$ cat src/include/pfc_map.vh
`ifndef PFC_MAP_VH
`define PFC_MAP_VH
// software register word indices
`define PFC_REG_CTRL 4'h0
`define PFC_REG_ADDR 4'h1
`define PFC_REG_WDATA 4'h2
`define PFC_REG_RDATA 4'h3
`define PFC_REG_STAT 4'h4
`define PFC_REG_SECT 4'h5
// command codes written to CTRL[3:0]
`define PFC_CMD_READ 4'h1
`define PFC_CMD_WRITE 4'h2
`define PFC_CMD_RESET 4'h3
`define PFC_CMD_CHIP_ERASE 4'h4
`define PFC_CMD_SECT_ERASE 4'h5
`define PFC_CMD_ONE_STROBE 4'h6
// control register fields
`define PFC_CTRL_WIDTH_BIT 8
`define PFC_CTRL_GUARD_BIT 9
// status fields
`define PFC_STAT_BUSY_BIT 0
`define PFC_STAT_ONE_STROBE_BIT 1
`define PFC_STAT_ERASING_BIT 2
`define PFC_STAT_REFUSED_BIT 3
// bus timing, cycles at 10 MHz
`define PFC_CLK_HZ 10000000
`define PFC_RESET_LOW_NS 500
`define PFC_PHASE_CYC 4'h2
// device facts
`define PFC_SECTOR_COUNT 71
`define PFC_ERASE_CODE 8'h30
`define PFC_POLL_BIT 7
`endif

$ cat src/pfc_seq_rom.v
`timescale 1ns/1ps
`default_nettype none
`include "pfc_map.vh"
// command preamble table: address and data of each bus cycle
module pfc_seq_rom (
  // select
  input wire [3:0] cmd_i,
  input wire [2:0] step_i,
  // table entry
  output reg [20:0] addr_o,
  output reg [7:0] data_o,
  output reg [2:0] len_o
);
  always @* begin
    addr_o = 21'h000555;
    data_o = 8'hAA;
    len_o = 3'h0;
    case (cmd_i)
      `PFC_CMD_WRITE: len_o = 3'h4;
      `PFC_CMD_CHIP_ERASE: len_o = 3'h6;
      `PFC_CMD_SECT_ERASE: len_o = 3'h6;
      `PFC_CMD_ONE_STROBE: len_o = 3'h6;
      default: len_o = 3'h0;
    endcase
    case (step_i)
      3'h0: begin
        addr_o = 21'h000555;
        data_o = 8'hAA;
      end
      3'h1: begin
        addr_o = 21'h0002AA;
        data_o = 8'h55;
      end
      3'h2: begin
        addr_o = 21'h000555;
        data_o = (cmd_i == `PFC_CMD_WRITE) ? 8'hA0 : 8'h80;
      end
      3'h3: begin
        addr_o = 21'h000555;
        data_o = 8'hAA;
      end
      3'h4: begin
        addr_o = 21'h0002AA;
        data_o = 8'h55;
      end
      default: begin
        addr_o = 21'h000555;
        data_o = (cmd_i == `PFC_CMD_CHIP_ERASE) ? 8'h10 :
                 (cmd_i == `PFC_CMD_SECT_ERASE) ? `PFC_ERASE_CODE : 8'hA0;
      end
    endcase
  end
endmodule // pfc_seq_rom
`default_nettype wire

$ cat src/pfc_ctrl.v
`timescale 1ns/1ps
`default_nettype none
// How it works
// - after the six-cycle entry, each single strobe programs one location.
// - one-strobe mode ends only by reset held low 500 ns then released.
// - each command cycle pulses write strobe low with select low, drive high.
// - erased bits read one; host erases before reprogramming (the write command does not erase; a second write ANDs into the old data).
// - sector erase is six cycles; sector address and 30H on the sixth.
`include "pfc_map.vh"
module pfc_ctrl (
  // clock and reset
  input wire clk_i,
  input wire arst_n_i,
  // software port
  input wire [3:0] sw_addr_i,
  input wire [31:0] sw_wdata_i,
  input wire sw_we_i,
  input wire sw_re_i,
  output reg [31:0] sw_rdata_o,
  // flash pins
  output reg [20:0] fl_addr_o,
  input wire [15:0] fl_dq_i,
  output reg [15:0] fl_dq_o,
  output reg fl_dq_oe_o,
  output reg fl_ce_n_o,
  output reg fl_oe_n_o,
  output reg fl_we_n_o,
  output reg fl_reset_n_o,
  output reg fl_byte_o,
  output reg fl_vpp_en_o
);
  localparam integer RESET_CYC_I = (`PFC_RESET_LOW_NS * (`PFC_CLK_HZ / 1000000) + 999) / 1000;
  localparam [7:0] RESET_CYC = RESET_CYC_I[7:0];
  localparam [6:0] S_IDLE = 7'h01;
  localparam [6:0] S_SETUP = 7'h02;
  localparam [6:0] S_STROBE = 7'h04;
  localparam [6:0] S_HOLD = 7'h08;
  localparam [6:0] S_READ = 7'h10;
  localparam [6:0] S_RESET = 7'h20;
  localparam [6:0] S_POLL = 7'h40;

  reg [6:0] state_reg;
  reg [3:0] cmd_reg;
  reg [2:0] step_reg;
  reg [3:0] phase_reg;
  reg [7:0] rst_cnt_reg;
  reg [20:0] addr_reg;
  reg [15:0] wdata_reg;
  reg [15:0] rdata_reg;
  reg [6:0] sect_reg;
  reg width_reg;
  reg guard_reg;
  reg one_strobe_reg;
  reg erasing_reg;
  reg refused_reg;
  reg [15:0] dq_s1_reg;
  reg [15:0] dq_s2_reg;
  wire [20:0] rom_addr;
  wire [7:0] rom_data;
  wire [2:0] rom_len;
  wire busy;

  function [15:0] fit_width;
    input [15:0] d;
    input wide;
    begin
      fit_width = wide ? d : {8'h00, d[7:0]};
    end
  endfunction

  pfc_seq_rom u_rom (
    .cmd_i(cmd_reg),
    .step_i(step_reg),
    .addr_o(rom_addr),
    .data_o(rom_data),
    .len_o(rom_len)
  );

  assign busy = (state_reg != S_IDLE);

  // pin synchroniser
  always @(posedge clk_i or negedge arst_n_i) begin
    if (!arst_n_i) begin
      dq_s1_reg <= 16'h0000;
      dq_s2_reg <= 16'h0000;
    end else begin
      dq_s1_reg <= fl_dq_i;
      dq_s2_reg <= dq_s1_reg;
    end
  end

  // software read port
  always @(posedge clk_i or negedge arst_n_i) begin
    if (!arst_n_i) begin
      sw_rdata_o <= 32'h00000000;
    end else if (sw_re_i) begin
      case (sw_addr_i)
        `PFC_REG_CTRL: sw_rdata_o <= {22'h000000, guard_reg, width_reg, 4'h0, cmd_reg};
        `PFC_REG_ADDR: sw_rdata_o <= {11'h000, addr_reg};
        `PFC_REG_WDATA: sw_rdata_o <= {16'h0000, wdata_reg};
        `PFC_REG_RDATA: sw_rdata_o <= {16'h0000, rdata_reg};
        `PFC_REG_STAT: sw_rdata_o <= {28'h0000000, refused_reg, erasing_reg, one_strobe_reg, busy};
        `PFC_REG_SECT: sw_rdata_o <= {25'h0000000, sect_reg};
        default: sw_rdata_o <= 32'h00000000;
      endcase
    end else begin
      sw_rdata_o <= 32'h00000000;
    end
  end

  // main sequencer
  always @(posedge clk_i or negedge arst_n_i) begin
    if (!arst_n_i) begin
      state_reg <= S_IDLE;
      cmd_reg <= 4'h0;
      step_reg <= 3'h0;
      phase_reg <= 4'h0;
      rst_cnt_reg <= 8'h00;
      addr_reg <= 21'h000000;
      wdata_reg <= 16'h0000;
      rdata_reg <= 16'h0000;
      sect_reg <= 7'h00;
      width_reg <= 1'b1;
      guard_reg <= 1'b0;
      one_strobe_reg <= 1'b0;
      erasing_reg <= 1'b0;
      refused_reg <= 1'b0;
      fl_addr_o <= 21'h000000;
      fl_dq_o <= 16'h0000;
      fl_dq_oe_o <= 1'b0;
      fl_ce_n_o <= 1'b1;
      fl_oe_n_o <= 1'b1;
      fl_we_n_o <= 1'b1;
      fl_reset_n_o <= 1'b0;
      fl_byte_o <= 1'b1;
      fl_vpp_en_o <= 1'b0;
    end else begin
      fl_reset_n_o <= (state_reg != S_RESET);
      fl_byte_o <= width_reg;
      fl_vpp_en_o <= guard_reg;
      if (sw_we_i && sw_addr_i == `PFC_REG_ADDR) addr_reg <= sw_wdata_i[20:0];
      if (sw_we_i && sw_addr_i == `PFC_REG_WDATA) wdata_reg <= sw_wdata_i[15:0];
      if (sw_we_i && sw_addr_i == `PFC_REG_SECT && sw_wdata_i[6:0] < `PFC_SECTOR_COUNT)
        sect_reg <= sw_wdata_i[6:0];
      case (state_reg)
        S_IDLE: begin
          fl_ce_n_o <= 1'b1;
          fl_oe_n_o <= 1'b1;
          fl_we_n_o <= 1'b1;
          fl_dq_oe_o <= 1'b0;
          if (sw_we_i && sw_addr_i == `PFC_REG_CTRL) begin
            width_reg <= sw_wdata_i[`PFC_CTRL_WIDTH_BIT];
            guard_reg <= sw_wdata_i[`PFC_CTRL_GUARD_BIT];
            cmd_reg <= sw_wdata_i[3:0];
            step_reg <= 3'h0;
            phase_reg <= 4'h0;
            refused_reg <= 1'b0;
            case (sw_wdata_i[3:0])
              `PFC_CMD_READ: state_reg <= S_READ;
              `PFC_CMD_RESET: begin
                state_reg <= S_RESET;
                rst_cnt_reg <= 8'h00;
              end
              `PFC_CMD_WRITE: begin
                if (!sw_wdata_i[`PFC_CTRL_GUARD_BIT]) refused_reg <= 1'b1;
                else begin
                  state_reg <= S_SETUP;
                  if (one_strobe_reg) step_reg <= 3'h5;
                  else step_reg <= 3'h0;
                end
              end
              `PFC_CMD_CHIP_ERASE, `PFC_CMD_SECT_ERASE: begin
                if (!sw_wdata_i[`PFC_CTRL_GUARD_BIT] || one_strobe_reg) refused_reg <= 1'b1;
                else state_reg <= S_SETUP;
              end
              `PFC_CMD_ONE_STROBE: begin
                if (one_strobe_reg || !sw_wdata_i[`PFC_CTRL_GUARD_BIT]) refused_reg <= 1'b1;
                else state_reg <= S_SETUP;
              end
              default: refused_reg <= 1'b1;
            endcase
          end
        end
        S_SETUP: begin
          fl_oe_n_o <= 1'b1;
          fl_ce_n_o <= 1'b0;
          fl_dq_oe_o <= 1'b1;
          if (step_reg == 3'h5 && cmd_reg == `PFC_CMD_SECT_ERASE)
            fl_addr_o <= {sect_reg, 14'h0000};
          else if (step_reg == 3'h5 && cmd_reg == `PFC_CMD_WRITE)
            fl_addr_o <= addr_reg;
          else if (step_reg == 3'h3 && cmd_reg == `PFC_CMD_WRITE)
            fl_addr_o <= addr_reg;
          else
            fl_addr_o <= rom_addr;
          if (cmd_reg == `PFC_CMD_WRITE && (step_reg == 3'h3 || step_reg == 3'h5))
            fl_dq_o <= fit_width(wdata_reg, width_reg);
          else
            fl_dq_o <= {8'h00, rom_data};
          phase_reg <= phase_reg + 4'h1;
          if (phase_reg == `PFC_PHASE_CYC) begin
            phase_reg <= 4'h0;
            fl_we_n_o <= 1'b0;
            state_reg <= S_STROBE;
          end
        end
        S_STROBE: begin
          phase_reg <= phase_reg + 4'h1;
          if (phase_reg == `PFC_PHASE_CYC) begin
            phase_reg <= 4'h0;
            fl_we_n_o <= 1'b1;
            state_reg <= S_HOLD;
          end
        end
        S_HOLD: begin
          phase_reg <= phase_reg + 4'h1;
          if (phase_reg == `PFC_PHASE_CYC) begin
            phase_reg <= 4'h0;
            fl_ce_n_o <= 1'b1;
            fl_dq_oe_o <= 1'b0;
            if (step_reg == 3'h3 && cmd_reg == `PFC_CMD_WRITE) step_reg <= 3'h6;
            else step_reg <= step_reg + 3'h1;
            if (step_reg == 3'h5 || step_reg + 3'h1 == rom_len) begin
              if (cmd_reg == `PFC_CMD_ONE_STROBE) begin
                one_strobe_reg <= 1'b1;
                state_reg <= S_IDLE;
              end else begin
                erasing_reg <= (cmd_reg != `PFC_CMD_WRITE);
                state_reg <= S_POLL;
              end
            end else begin
              state_reg <= S_SETUP;
            end
          end
        end
        S_POLL: begin
          fl_addr_o <= (cmd_reg == `PFC_CMD_SECT_ERASE) ? {sect_reg, 14'h0000} : addr_reg;
          fl_ce_n_o <= 1'b0;
          fl_oe_n_o <= 1'b0;
          phase_reg <= phase_reg + 4'h1;
          if (phase_reg == `PFC_PHASE_CYC + `PFC_PHASE_CYC) begin
            phase_reg <= 4'h0;
            fl_oe_n_o <= 1'b1;
            rdata_reg <= fit_width(dq_s2_reg, width_reg);
            // locked sector ends at once, bit seven then reads one
            if (dq_s2_reg[`PFC_POLL_BIT] || cmd_reg == `PFC_CMD_WRITE) begin
              erasing_reg <= 1'b0;
              state_reg <= S_IDLE;
            end
          end
        end
        S_READ: begin
          fl_addr_o <= addr_reg;
          fl_we_n_o <= 1'b1;
          fl_dq_oe_o <= 1'b0;
          fl_ce_n_o <= 1'b0;
          fl_oe_n_o <= 1'b0;
          phase_reg <= phase_reg + 4'h1;
          if (phase_reg == `PFC_PHASE_CYC + `PFC_PHASE_CYC) begin
            rdata_reg <= fit_width(dq_s2_reg, width_reg);
            fl_ce_n_o <= 1'b1;
            fl_oe_n_o <= 1'b1;
            phase_reg <= 4'h0;
            state_reg <= S_IDLE;
          end
        end
        S_RESET: begin
          fl_ce_n_o <= 1'b1;
          fl_oe_n_o <= 1'b1;
          fl_we_n_o <= 1'b1;
          fl_dq_oe_o <= 1'b0;
          rst_cnt_reg <= rst_cnt_reg + 8'h01;
          if (rst_cnt_reg == RESET_CYC) begin
            one_strobe_reg <= 1'b0;
            erasing_reg <= 1'b0;
            state_reg <= S_IDLE;
          end
        end
        default: state_reg <= S_IDLE;
      endcase
    end
  end
endmodule // pfc_ctrl
`default_nettype wire

$ cat config.mk
export PLATFORM = sky130hd
export DESIGN_NAME = pfc_ctrl
export DESIGN_NICKNAME = d
export VERILOG_FILES = /design/src/pfc_seq_rom.v /design/src/pfc_ctrl.v
export VERILOG_INCLUDE_DIRS = /design/src /design/src/include
export SDC_FILE = /design/constraint.sdc
export NUM_CORES = 1
export LEC_CHECK = 0
export BUFFER_PORTS_ARGS = -buffer_cell sky130_fd_sc_hd__buf_2
export CAP_MARGIN = 20
export CORE_ASPECT_RATIO = 0.75
export CORE_MARGIN = 4
export CORE_UTILIZATION = 30
export DETAILED_ROUTE_END_ITERATION = 7
export GPL_TIMING_DRIVEN = 0
export SETUP_SLACK_MARGIN = 0.15
export SLEW_MARGIN = 20
export SYNTH_ARGS = -nofsm -noshare
export SYNTH_HDL_FRONTEND = slang
export SYNTH_SLANG_ARGS = --single-unit
$ cat constraint.sdc
create_clock -name clk_i -period 3.17 [get_ports clk_i]
set_clock_uncertainty 0.1 [all_clocks]
set_input_delay 0.317 -clock clk_i [delete_from_list [all_inputs] [get_ports clk_i]]
set_output_delay 0.317 -clock clk_i [all_outputs]
set_load 0.05 [all_outputs]
==> flow_metrics.py, run 1 <==
metrics = {
    "placement": {
        "portBuffers": 107,
        "post-dp-hpwl_mm": 17.9,
        "pre_cts_slack_ns": 0.196,
        "dpl_cell_area_um2": 9440,
        "routabilityCongestion": 0.869,
        "place_inst": 1235,
    },
    "drt": {
        "vias": 6488,
        "wl_mm": 24.4,
        "drt-initial-drc-count": 748,
        "drtAntennaViolNets": 0,
        "viasPerCell": 5.05,
        "wire_per_inst_um": 19.0,
        "firstDrtPassIters": 5,
        "drc": 0,
    },
    "sta": {
        "hold_violations": 0,
        "rsz0062_at_grt": "false",
        "fin_crit_ns": 2.79,
        "maxSlewViolCount": 0,
        "finalSetupViolCount": 0,
        "fin_crit_sh_pct": 87.9,
        "tightestPinTransition_ns": 1.15,
        "relSlewSlack_pct": 22.7,
        "clock.fmax_mhz": 359,
        "setup_slack_ns": 0.383,
    },
    "power_and_ir_drop": {
        "leakagePower_uw": 0.00485,
        "power-per-cell-area_nw_per_um2": 772,
        "power_uw": 7840,
        "ir_drop_mv": 0.363,
    },
    "critical_path": {
        "regToRegStartpoint": "step_reg[1]$_DFFE_PN0P_",
        "r2r_cells": 8,
        "critical_path_class": "register to register",
        "r2r_slack_ns": 0.38,
        "crit_chain": "inv_1 > ha_1 > and2_1 > o21a_1 > buf_2 > o31ai_1 > a21oi_1 > nor2_1",
        "start_kind": "register",
        "critPathCaptureType": "register",
        "worstPathArrival_ns": 3.04,
        "cpMaxStageDelayCell": "o31ai_1",
        "crit_fanout": 10,
        "slowest_delay_ns": 0.97,
        "worstPathRequired_ns": 3.43,
        "r2r-end": "fl_addr_o[0]$_DFFE_PN0P_",
    },
    "layout": {
        "finalNetCount": 987,
        "fin_area_um2": 10200,
        "fin_cells": 1286,
        "area_delta_synth_final_pct": 21.0,
        "layout-drive-gt1-share_pct": 26.6,
    },
    "flow_run": {
        "cap_violations": 0,
    },
    "logic_synthesis": {
        "avgSynthCellArea_um2": 11.0,
        "synth_edf_count": 0,
        "synth_ff_type": "dfrtp_1",
        "synth-seq-cells": 188,
        "async_flop_share_pct": 100,
        "synth_cell_types": 74,
        "syn_area_um2": 8390,
        "ys_seq_area_share_pct": 56.2,
        "syn_inst": 766,
        "synth_warnings": 0,
    },
    "global_route": {
        "grt_overflow": 0,
        "antenna_found_initial": 2,
        "track_usage_pct": 15.9,
        "grt_pass1_wl_mm": 38.1,
        "grt_max_degree": 99,
        "grt_pass1_vias": 6287,
    },
    "cts": {
        "clkLatencyLatePin_ns": 0.44,
        "htree_levels": 4,
        "clk_pin_slew_ns": 0.07,
        "cts_buffer_depth": 2,
        "root_buffer": "clkbuf_16",
        "cts_buffers": 17,
        "cts_tree": "done",
        "cts.sinks": 188,
    },
    "floorplan": {
        "die-area_um2": 30700,
        "die_x_um": 201,
        "die-height_um": 153,
        "initial_utilization_pct": 30.8,
        "pin_count": 132,
        "rows": 52,
        "core_um2": 27300,
    },
    "min_path": {
        "hp-start": "sw_wdata_i[17]",
        "min_path_type": "primary input to register",
        "min_delay_path_depth": 2,
        "worstHoldEndpoint": "addr_reg[17]$_DFFE_PN0P_",
    },
    "outcome": {
        "outcome": "finished, final reports clean",
    },
}
## kinds of logic (layout without fill, tap and decap cells)
logic type / Yosys count / count (layout) / share of synthesized area [%]
compound gates: 127 / 127 / 10.9
xor+xnor: 10 / 10 / 1.04
fa+ha+maj: 10 / 10 / 1.49
buf+inv: 62 / 220 / 3.76
flops: 188 / 188 / 56.2
mux: 65 / 65 / 8.77
other cells: 1 / 12 / 0.0447
simple gates: 303 / 303 / 17.9
## Yosys cell counts, drive strengths merged (5+ instances only)
library cell  instances  area, um^2
or3b                  7        61.3
dfrtp               182        4550
mux2                 55         619
and3                 15        93.8
xor2                  7        61.3
buf                  26         170
a21oi                22         110
a221o                 8        80.1
o21ai                32         164
nor3                 10        61.3
a22oi                 9        67.6
nor4                  6        67.6
nor2b                 8        50.1
nand3                31         155
nand2b                6        37.5
nor2                 59         224
nand4                 5        31.3
inv                  12        45.0
clkbuf               24         100
a31oi                 6        37.5
ha                   10         125
dfstp                 6         158
or2                   5        31.3
a22o                  6        52.6
mux2i                 9        93.8
a222oi                6        60.1
and2                 12        75.1
nand2               121         454
## worst max-delay path by stage
stage | start | end | slack [ns] | cells after the start
6_report | step_reg[1]$_DFFE_PN0P_ | fl_addr_o[0]$_DFFE_PN0P_ | 0.38 | 8
2_1_floorplan | step_reg[0]$_DFFE_PN0P_ | erasing_reg$_DFFE_PN0P_ | 0.72 | 8
3_3_place_gp | arst_n_i | dq_s1_reg[10]$_DFF_PN0_ | -1.50 | 1
4_1_cts | state_reg[6]$_DFFE_PN0P_ | fl_dq_o[10]$_DFFE_PN0P_ | 0.17 | 7
5_1_grt | state_reg[6]$_DFFE_PN0P_ | fl_ce_n_o$_DFFE_PN1P_ | 0.20 | 6
3_5_place_dp | state_reg[6]$_DFFE_PN0P_ | fl_dq_o[10]$_DFFE_PN0P_ | 0.20 | 7
## report_power, final
| part | leakage (uW) | internal (uW) | total [uW] | switching (uW) |
|---|---|---|---|---|
| clock | 0.000252 | 1030 | 1970 | 944 |
| sequential | 0.00237 | 2850 | 3210 | 365 |
| combinational | 0.00224 | 875 | 2650 | 1770 |
## stage by stage
stage | TNS, ns | hold WS [ns] | utilization (%)
floorplan | 0 | -0.0786 | -
global placement | -271.81 | 0.237 | 34.5
detailed placement | 0 | 0.236 | 34.6
CTS | 0 | 0.00341 | 37.2
global route | 0 | 0.00362 | 37.2
finish | 0 | 0.0165 | 37.2
## repair_timing
| item | in CTS | in global routing |
|---|---|---|
| resized for setup | 0 | 2 |
| endpoints found under the hold margin | 101 | 0 |
| buffers inserted | 0 | 0 |
| hold buffers | 18 | 0 |
| setup endpoints to repair | 0 | 10 |
## layout by cell type (no fill, tap or decap), types with 4 or more instances in the layout
| cell type | count |
|---|---|
| buf_2 | 119 |
| nand2_1 | 121 |
| mux2_2 | 53 |
| and3_1 | 15 |
| a32o_1 | 4 |
| dfrtp_1 | 182 |
| nor2b_1 | 8 |
| o21ai_0 | 29 |
| nand2b_1 | 6 |
| a22oi_1 | 9 |
| mux2i_1 | 8 |
| buf_4 | 11 |
| conb_1 | 11 |
| a21oi_1 | 22 |
| a221o_1 | 8 |
| or3b_2 | 6 |
| a222oi_1 | 6 |
| clkinv_4 | 4 |
| ha_1 | 10 |
| clkbuf_1 | 27 |
| dfstp_2 | 6 |
| a31oi_1 | 6 |
| and2_1 | 12 |
| a22o_1 | 6 |
| nand4_1 | 5 |
| dlygate4sd3_1 | 18 |
| nor3_1 | 8 |
| nor2_1 | 58 |
| nand3_1 | 31 |
| xor2_1 | 7 |
| or2_2 | 5 |
| inv_1 | 12 |
| o211ai_1 | 4 |
| nor4_1 | 4 |
| clkbuf_16 | 17 |
## routing by layer
| layer | track usage [%] | vias up | share of wire (%) |
|---|---|---|---|
| li1 | - | 3007 | - |
| met1 | 24.5 | 3216 | 49 |
| met5 | 0 | - | 0.029 |
| met2 | 22.2 | 244 | 42 |
| met3 | 5.02 | 19 | 8.1 |
| met4 | 2.59 | 2 | 0.91 |
## area by class of cell
type | instances | area [um^2]
antenna | 1 | 2.50
buffer | 50 | 272
clock buffer | 23 | 458
clock inverter | 9 | 68.8
fill | 2702 | 17100
inverter | 12 | 45.0
multi-input combinational | 526 | 3400
sequential | 188 | 4710
tap | 351 | 439
timing repair buffer | 126 | 753
## worst max-delay path, delay by kind of cell, from the launching register on
| family | cells | cell delay, ns |
|---|---|---|
| compound gates | 3 | 1.31 |
| flops | 1 | 0.44 |
| buf+inv | 2 | 0.30 |
| simple gates | 2 | 0.34 |
| fa+ha+maj | 1 | 0.22 |
(Power assumes the default switching activity.)
==> run 2: changes to the inputs <==
Clock period 3.17 ns to 2.67 ns, I/O delays scaled along.
==> run 2 against run 1 <==
Effect of this change: global-route usage is 0.086 points higher; maximum frequency is 13% higher; register-to-register slack worse by 0.18 ns; via count is 1.2% higher; utilization is 1.1 points higher; sequential share of layout area is 1.3 points lower; largest cell class unchanged; sequential cell count stayed put; sequential power is 19% higher.
==> flow_metrics.py, run 2 (synthesis gave the netlist of run 1 again) <==
metrics = {
    "sta": {
        "setup_slack_ns": 0.207,
        "maxSlewViolCount": 0,
        "rsz0062_at_grt": "true",
        "finalSetupTns_ns": 0,
        "fin_crit_ns": 2.46,
        "finalSetupViolCount": 0,
        "tightestPinTransition_ns": 0.856,
        "relSlewSlack_pct": 42.9,
        "clock.fmax_mhz": 406,
        "hold_violations": 0,
        "fin_crit_sh_pct": 92.3,
    },
    "layout": {
        "fin_cells": 1305,
        "area_delta_synth_final_pct": 24.5,
        "final_common_cell": "dfrtp_1",
        "layout-drive-gt1-share_pct": 28.5,
        "finalNetCount": 1006,
        "final_cell_mix": "dfrtp_1, nand2_1, buf_2, nor2_1, mux2_2",
        "fill_cells": 2684,
    },
    "drt": {
        "drc": 0,
        "wl_mm": 24.9,
        "viasPerCell": 5.03,
        "firstDrtPassIters": 7,
        "drtAntennaViolNets": 0,
        "highest_layer": "met5",
        "drt-initial-drc-count": 785,
        "route.met3.wl_mm": 2.03,
        "wire_per_inst_um": 19.1,
        "wl_met2_mm": 10.5,
        "wl_met1_mm": 12.1,
        "vias": 6569,
    },
    "critical_path": {
        "worstPathArrival_ns": 2.68,
        "start_kind": "register",
        "r2r_slack_ns": 0.21,
        "critPathCaptureType": "register",
        "regToRegStartpoint": "cmd_reg[3]$_DFFE_PN0P_",
        "critical_path_class": "register to register",
        "r2r_cells": 7,
        "r2r-end": "fl_addr_o[18]$_DFFE_PN0P_",
        "crit_fanout": 10,
        "worstPathRequired_ns": 2.89,
    },
    "placement": {
        "routabilityCongestion": 0.869,
        "post-dp-hpwl_mm": 17.9,
        "portBuffers": 107,
        "pre_cts_slack_ns": -0.304,
        "place_inst": 1235,
    },
    "power_and_ir_drop": {
        "power-per-cell-area_nw_per_um2": 914,
        "ir_drop_mv": 0.436,
        "power_uw": 9540,
        "leakagePower_uw": 0.00497,
    },
    "cts": {
        "cts.sinks": 188,
        "cts_buffer_depth": 2,
        "htree_levels": 4,
        "clk_pin_slew_ns": 0.07,
        "root_buffer": "clkbuf_16",
        "cts_tree": "done",
        "cts_buffers": 17,
        "clkLatencyLatePin_ns": 0.45,
    },
    "min_path": {
        "worstHoldEndpoint": "guard_reg$_DFFE_PN0P_",
        "hp-start": "sw_wdata_i[9]",
        "min_delay_path_depth": 3,
        "min_path_type": "primary input to register",
    },
    "flow_run": {
        "cap_violations": 0,
    },
    "floorplan": {
        "die-area_um2": 30700,
        "die-height_um": 153,
        "rows": 52,
        "pin_count": 132,
        "core_um2": 27300,
        "die_x_um": 201,
        "initial_utilization_pct": 30.8,
    },
    "global_route": {
        "grt_overflow": 0,
        "grt_pass1_wl_mm": 38.3,
        "grt_max_degree": 99,
        "antenna_found_initial": 2,
        "grt_pass1_vias": 6342,
        "track_usage_pct": 16.0,
    },
    "outcome": {
        "outcome": "finished, final reports clean",
    },
}
-- run 2: cell count changes in the layout (fill, tap and decap cells not counted), moves of 2 or more --
cell and delta:
dlygate4sd3_1 +11, clkbuf_1 -4, buf_4 +9, ha_1 -2, clkbuf_2 +3, ha_4 +2
-- run 2: how the worst max path moves through the flow --
stage	from	end	slack, ns	cells after the start
detailed placement	state_reg[6]$_DFFE_PN0P_	fl_dq_o[10]$_DFFE_PN0P_	-0.30	7
global route	step_reg[1]$_DFFE_PN0P_	fl_addr_o[7]$_DFFE_PN0P_	0.11	8
finish	cmd_reg[3]$_DFFE_PN0P_	fl_addr_o[18]$_DFFE_PN0P_	0.21	7
global placement	arst_n_i	dq_s1_reg[10]$_DFF_PN0_	-1.95	1
CTS	state_reg[6]$_DFFE_PN0P_	fl_dq_o[10]$_DFFE_PN0P_	0.12	7
floorplan	step_reg[0]$_DFFE_PN0P_	erasing_reg$_DFFE_PN0P_	0.22	8
-- run 2: cell type report --
cell class                 instances  area [um^2]  share of cell area [%]
sequential                       188         4710                    45.1
multi-input combinational        526         3510                    33.6
timing repair buffer             145          923                    8.84
clock buffer                      23          458                    4.39
tap                              351          439                    4.21
buffer                            50          279                    2.67
clock inverter                     9         68.8                   0.659
inverter                          12         47.5                   0.455
antenna                            1         2.50                  0.0240
-- run 2: repair_timing --
| action | 4_1_cts | 5_1_grt |
|---|---|---|
| setup endpoints to repair | 34 | 37 |
| pin swaps | 1 | 5 |
| hold buffers | 29 | 0 |
| gates resized for setup | 13 | 14 |
| endpoints found under the hold margin | 117 | 0 |
| setup buffers | 2 | 6 |
-- run 2: routing by layer --
layer  GRT usage, %  up-vias
met4           2.59        2
met5              0        -
met2           22.5      228
li1               -     3038
met3           4.98       18
met1           24.6     3283
-- run 2: metrics by stage --
stage	hold slack [ns]	instance area, um^2	util [%]
floorplan	-0.129	8430	-
global placement	0.237	9400	34.5
detailed placement	0.222	9440	34.6
CTS	0.000114	10300	37.9
global route	0.0134	10400	38.3
finish	0.00729	10400	38.3
-- run 2: power breakdown --
group          internal [uW]  switching [uW]
clock network           1220            1130
registers               3380             438
logic                   1160            2210
total                   5770            3770
-- run 2: critical path, stage by stage (launching register included) --
cell       delay (ns)
dfrtp_1          0.36
clkbuf_1         0.23
nand4bb_1        0.41
a21oi_1          0.37
o2bb2ai_4        0.19
and2_1           0.20
buf_2            0.17
a221o_1          0.30
==> run 3: changes to the inputs <==
==> constraint.sdc (replaced) <==
create_clock -name clk_i -period 2.67 [get_ports clk_i]
set_clock_uncertainty 0.1 [all_clocks]
set_input_delay 0 -clock clk_i [delete_from_list [all_inputs] [get_ports clk_i]]
set_output_delay 0 -clock clk_i [all_outputs]
set_load 0.05 [all_outputs]
==> run 3 against run 2 <==
Effect of this change: worst hold slack improved by 0.036 ns; worst setup slack gained 0.0042 ns; combinational power about the same; sequential power about the same; utilization grew 0.54 points; sequential cell count did not move; global-route usage grew 0.10 points; first-iteration DRC count down 12%; register-to-register slack is essentially flat; largest cell class unchanged.
==> flow_metrics.py, run 3 (synthesis gave the netlist of run 1 again) <==
metrics = {
    "layout": {
        "final_common_cell": "dfrtp_1",
        "multiInputGateArea_um2": 3510,
        "finalNetCount": 1021,
        "final_cell_mix": "dfrtp_1, nand2_1, buf_2, nor2_1, mux2_2",
        "regArea_um2": 4710,
        "layout-drive-gt1-share_pct": 28.1,
        "fill_cells": 2672,
        "fin_area_um2": 10600,
        "area_delta_synth_final_pct": 26.2,
        "fin_util_pct": 38.8,
        "n_antenna_cell": 0,
    },
    "cts": {
        "cts_tree": "done",
        "cts_buffer_depth": 2,
        "htree_levels": 4,
        "clkLatencyLatePin_ns": 0.44,
        "clk_pin_slew_ns": 0.07,
        "cts.sinks": 188,
        "cts_buffers": 17,
        "root_buffer": "clkbuf_16",
    },
    "floorplan": {
        "initial_utilization_pct": 30.8,
        "rows": 52,
        "pin_count": 132,
        "core_um2": 27300,
        "die_x_um": 201,
        "die-height_um": 153,
        "die-area_um2": 30700,
    },
    "placement": {
        "routabilityCongestion": 0.869,
        "portBuffers": 107,
        "dpl_cell_area_um2": 9440,
        "post-dp-hpwl_mm": 17.9,
        "pre_cts_slack_ns": -0.304,
    },
    "power_and_ir_drop": {
        "power-per-cell-area_nw_per_um2": 903,
        "leakagePower_uw": 0.00503,
        "ir_drop_mv": 0.434,
    },
    "drt": {
        "drt-initial-drc-count": 693,
        "viasPerCell": 5.01,
        "vias": 6611,
        "wl_mm": 25.0,
        "drc": 0,
        "drtAntennaViolNets": 0,
        "firstDrtPassIters": 7,
        "wire_per_inst_um": 18.9,
    },
    "global_route": {
        "antenna_found_initial": 0,
        "grt_pass1_wl_mm": 38.7,
        "grt_max_degree": 99,
        "track_usage_pct": 16.1,
        "grt_overflow": 0,
        "grt_pass1_vias": 6454,
    },
    "sta": {
        "fin_crit_sh_pct": 92.1,
        "clock.fmax_mhz": 407,
        "finalSetupTns_ns": 0,
        "hold_violations": 0,
        "relSlewSlack_pct": 45.6,
        "maxSlewViolCount": 0,
        "rsz0062_at_grt": "true",
        "fin_crit_ns": 2.46,
        "setup_slack_ns": 0.211,
        "finalSetupViolCount": 0,
        "tightestPinTransition_ns": 0.815,
    },
    "critical_path": {
        "crit_fanout": 7,
        "critPathCaptureType": "register",
        "start_kind": "register",
        "worstPathRequired_ns": 2.89,
        "worstPathArrival_ns": 2.68,
        "critical_path_class": "register to register",
    },
    "min_path": {
        "min_path_type": "primary input to async pin",
    },
    "flow_run": {
        "cap_violations": 0,
    },
    "outcome": {
        "outcome": "finished, final reports clean",
    },
}
[run 3: changes by cell type in the layout (fill, tap and decap cells not counted)]
cell	change
dlygate4sd3_1	+15
diode_2	-1
[run 3: report_power, final]
part / total, uW / switching, uW / internal (uW)
combinational: 3390 / 2210 / 1180
sequential: 3830 / 443 / 3380
clock: 2350 / 1120 / 1220
[run 3: through the flow]
stage | power (uW) | hold slack, ns | std cells
2_1_floorplan | 6000 | -0.396 | 776
3_3_place_gp | 6900 | 0.0114 | 1234
3_5_place_dp | 6960 | -0.0451 | 1235
4_1_cts | 9440 | 0.0437 | 1313
5_1_grt | 10100 | 0.0784 | 1319
6_report | 9560 | 0.0430 | 1319
[run 3: path summary, 6_finish.rpt]
path                                         start                 endpoint  slack, ns  depth (start not counted)
max                        step_reg[0]$_DFFE_PN0P_  erasing_reg$_DFFE_PN0P_       0.21                          8
max reg2reg                step_reg[0]$_DFFE_PN0P_  erasing_reg$_DFFE_PN0P_       0.21                          8
min                                       arst_n_i   fl_dq_o[7]$_DFFE_PN0P_       0.04                          2
max in group asynchronous                 arst_n_i   cmd_reg[1]$_DFFE_PN0P_       1.51                          3
min reg2reg                 dq_s1_reg[4]$_DFF_PN0_   dq_s2_reg[4]$_DFF_PN0_       0.25                          0
min in group clk_i                    sw_addr_i[0]  sw_rdata_o[7]$_DFF_PN0_       0.06                          4
[run 3: per-layer routing]
layer  part of all wire [%]  vias up  global-route usage [%]
met4                   0.58        0                    2.55
met3                    8.7       15                    5.06
li1                       -     3074                       -
met2                     42      235                    22.8
met1                     49     3287                    24.7
met5                      0        -                       0
[run 3: worst max-delay path, stage by stage, from the launching register on]
cell	delay, ns
dfrtp_1	0.40
buf_4	0.18
inv_4	0.08
ha_4	0.21
or3b_2	0.47
a221oi_4	0.27
a211oi_2	0.09
nand4b_1	0.21
mux2_1	0.32
[run 3: repair_timing]
action                                 in CTS  in global routing
endpoints found under the hold margin     165                  0
pin swaps                                   1                  5
setup endpoints to repair                  34                 37
setup buffers                               2                  6
resized for setup                          13                 14
hold buffers                               44                  0
[run 3: final cells by class]
| cell class | count | area share (%) |
|---|---|---|
| Buffer | 50 | 2.64 |
| Clock buffer | 23 | 4.32 |
| Clock inverter | 9 | 0.650 |
| Inverter | 12 | 0.449 |
| Multi-Input combinational cell | 526 | 33.1 |
| Sequential cell | 188 | 44.5 |
| Tap cell | 351 | 4.15 |
| Timing Repair Buffer | 160 | 10.1 |
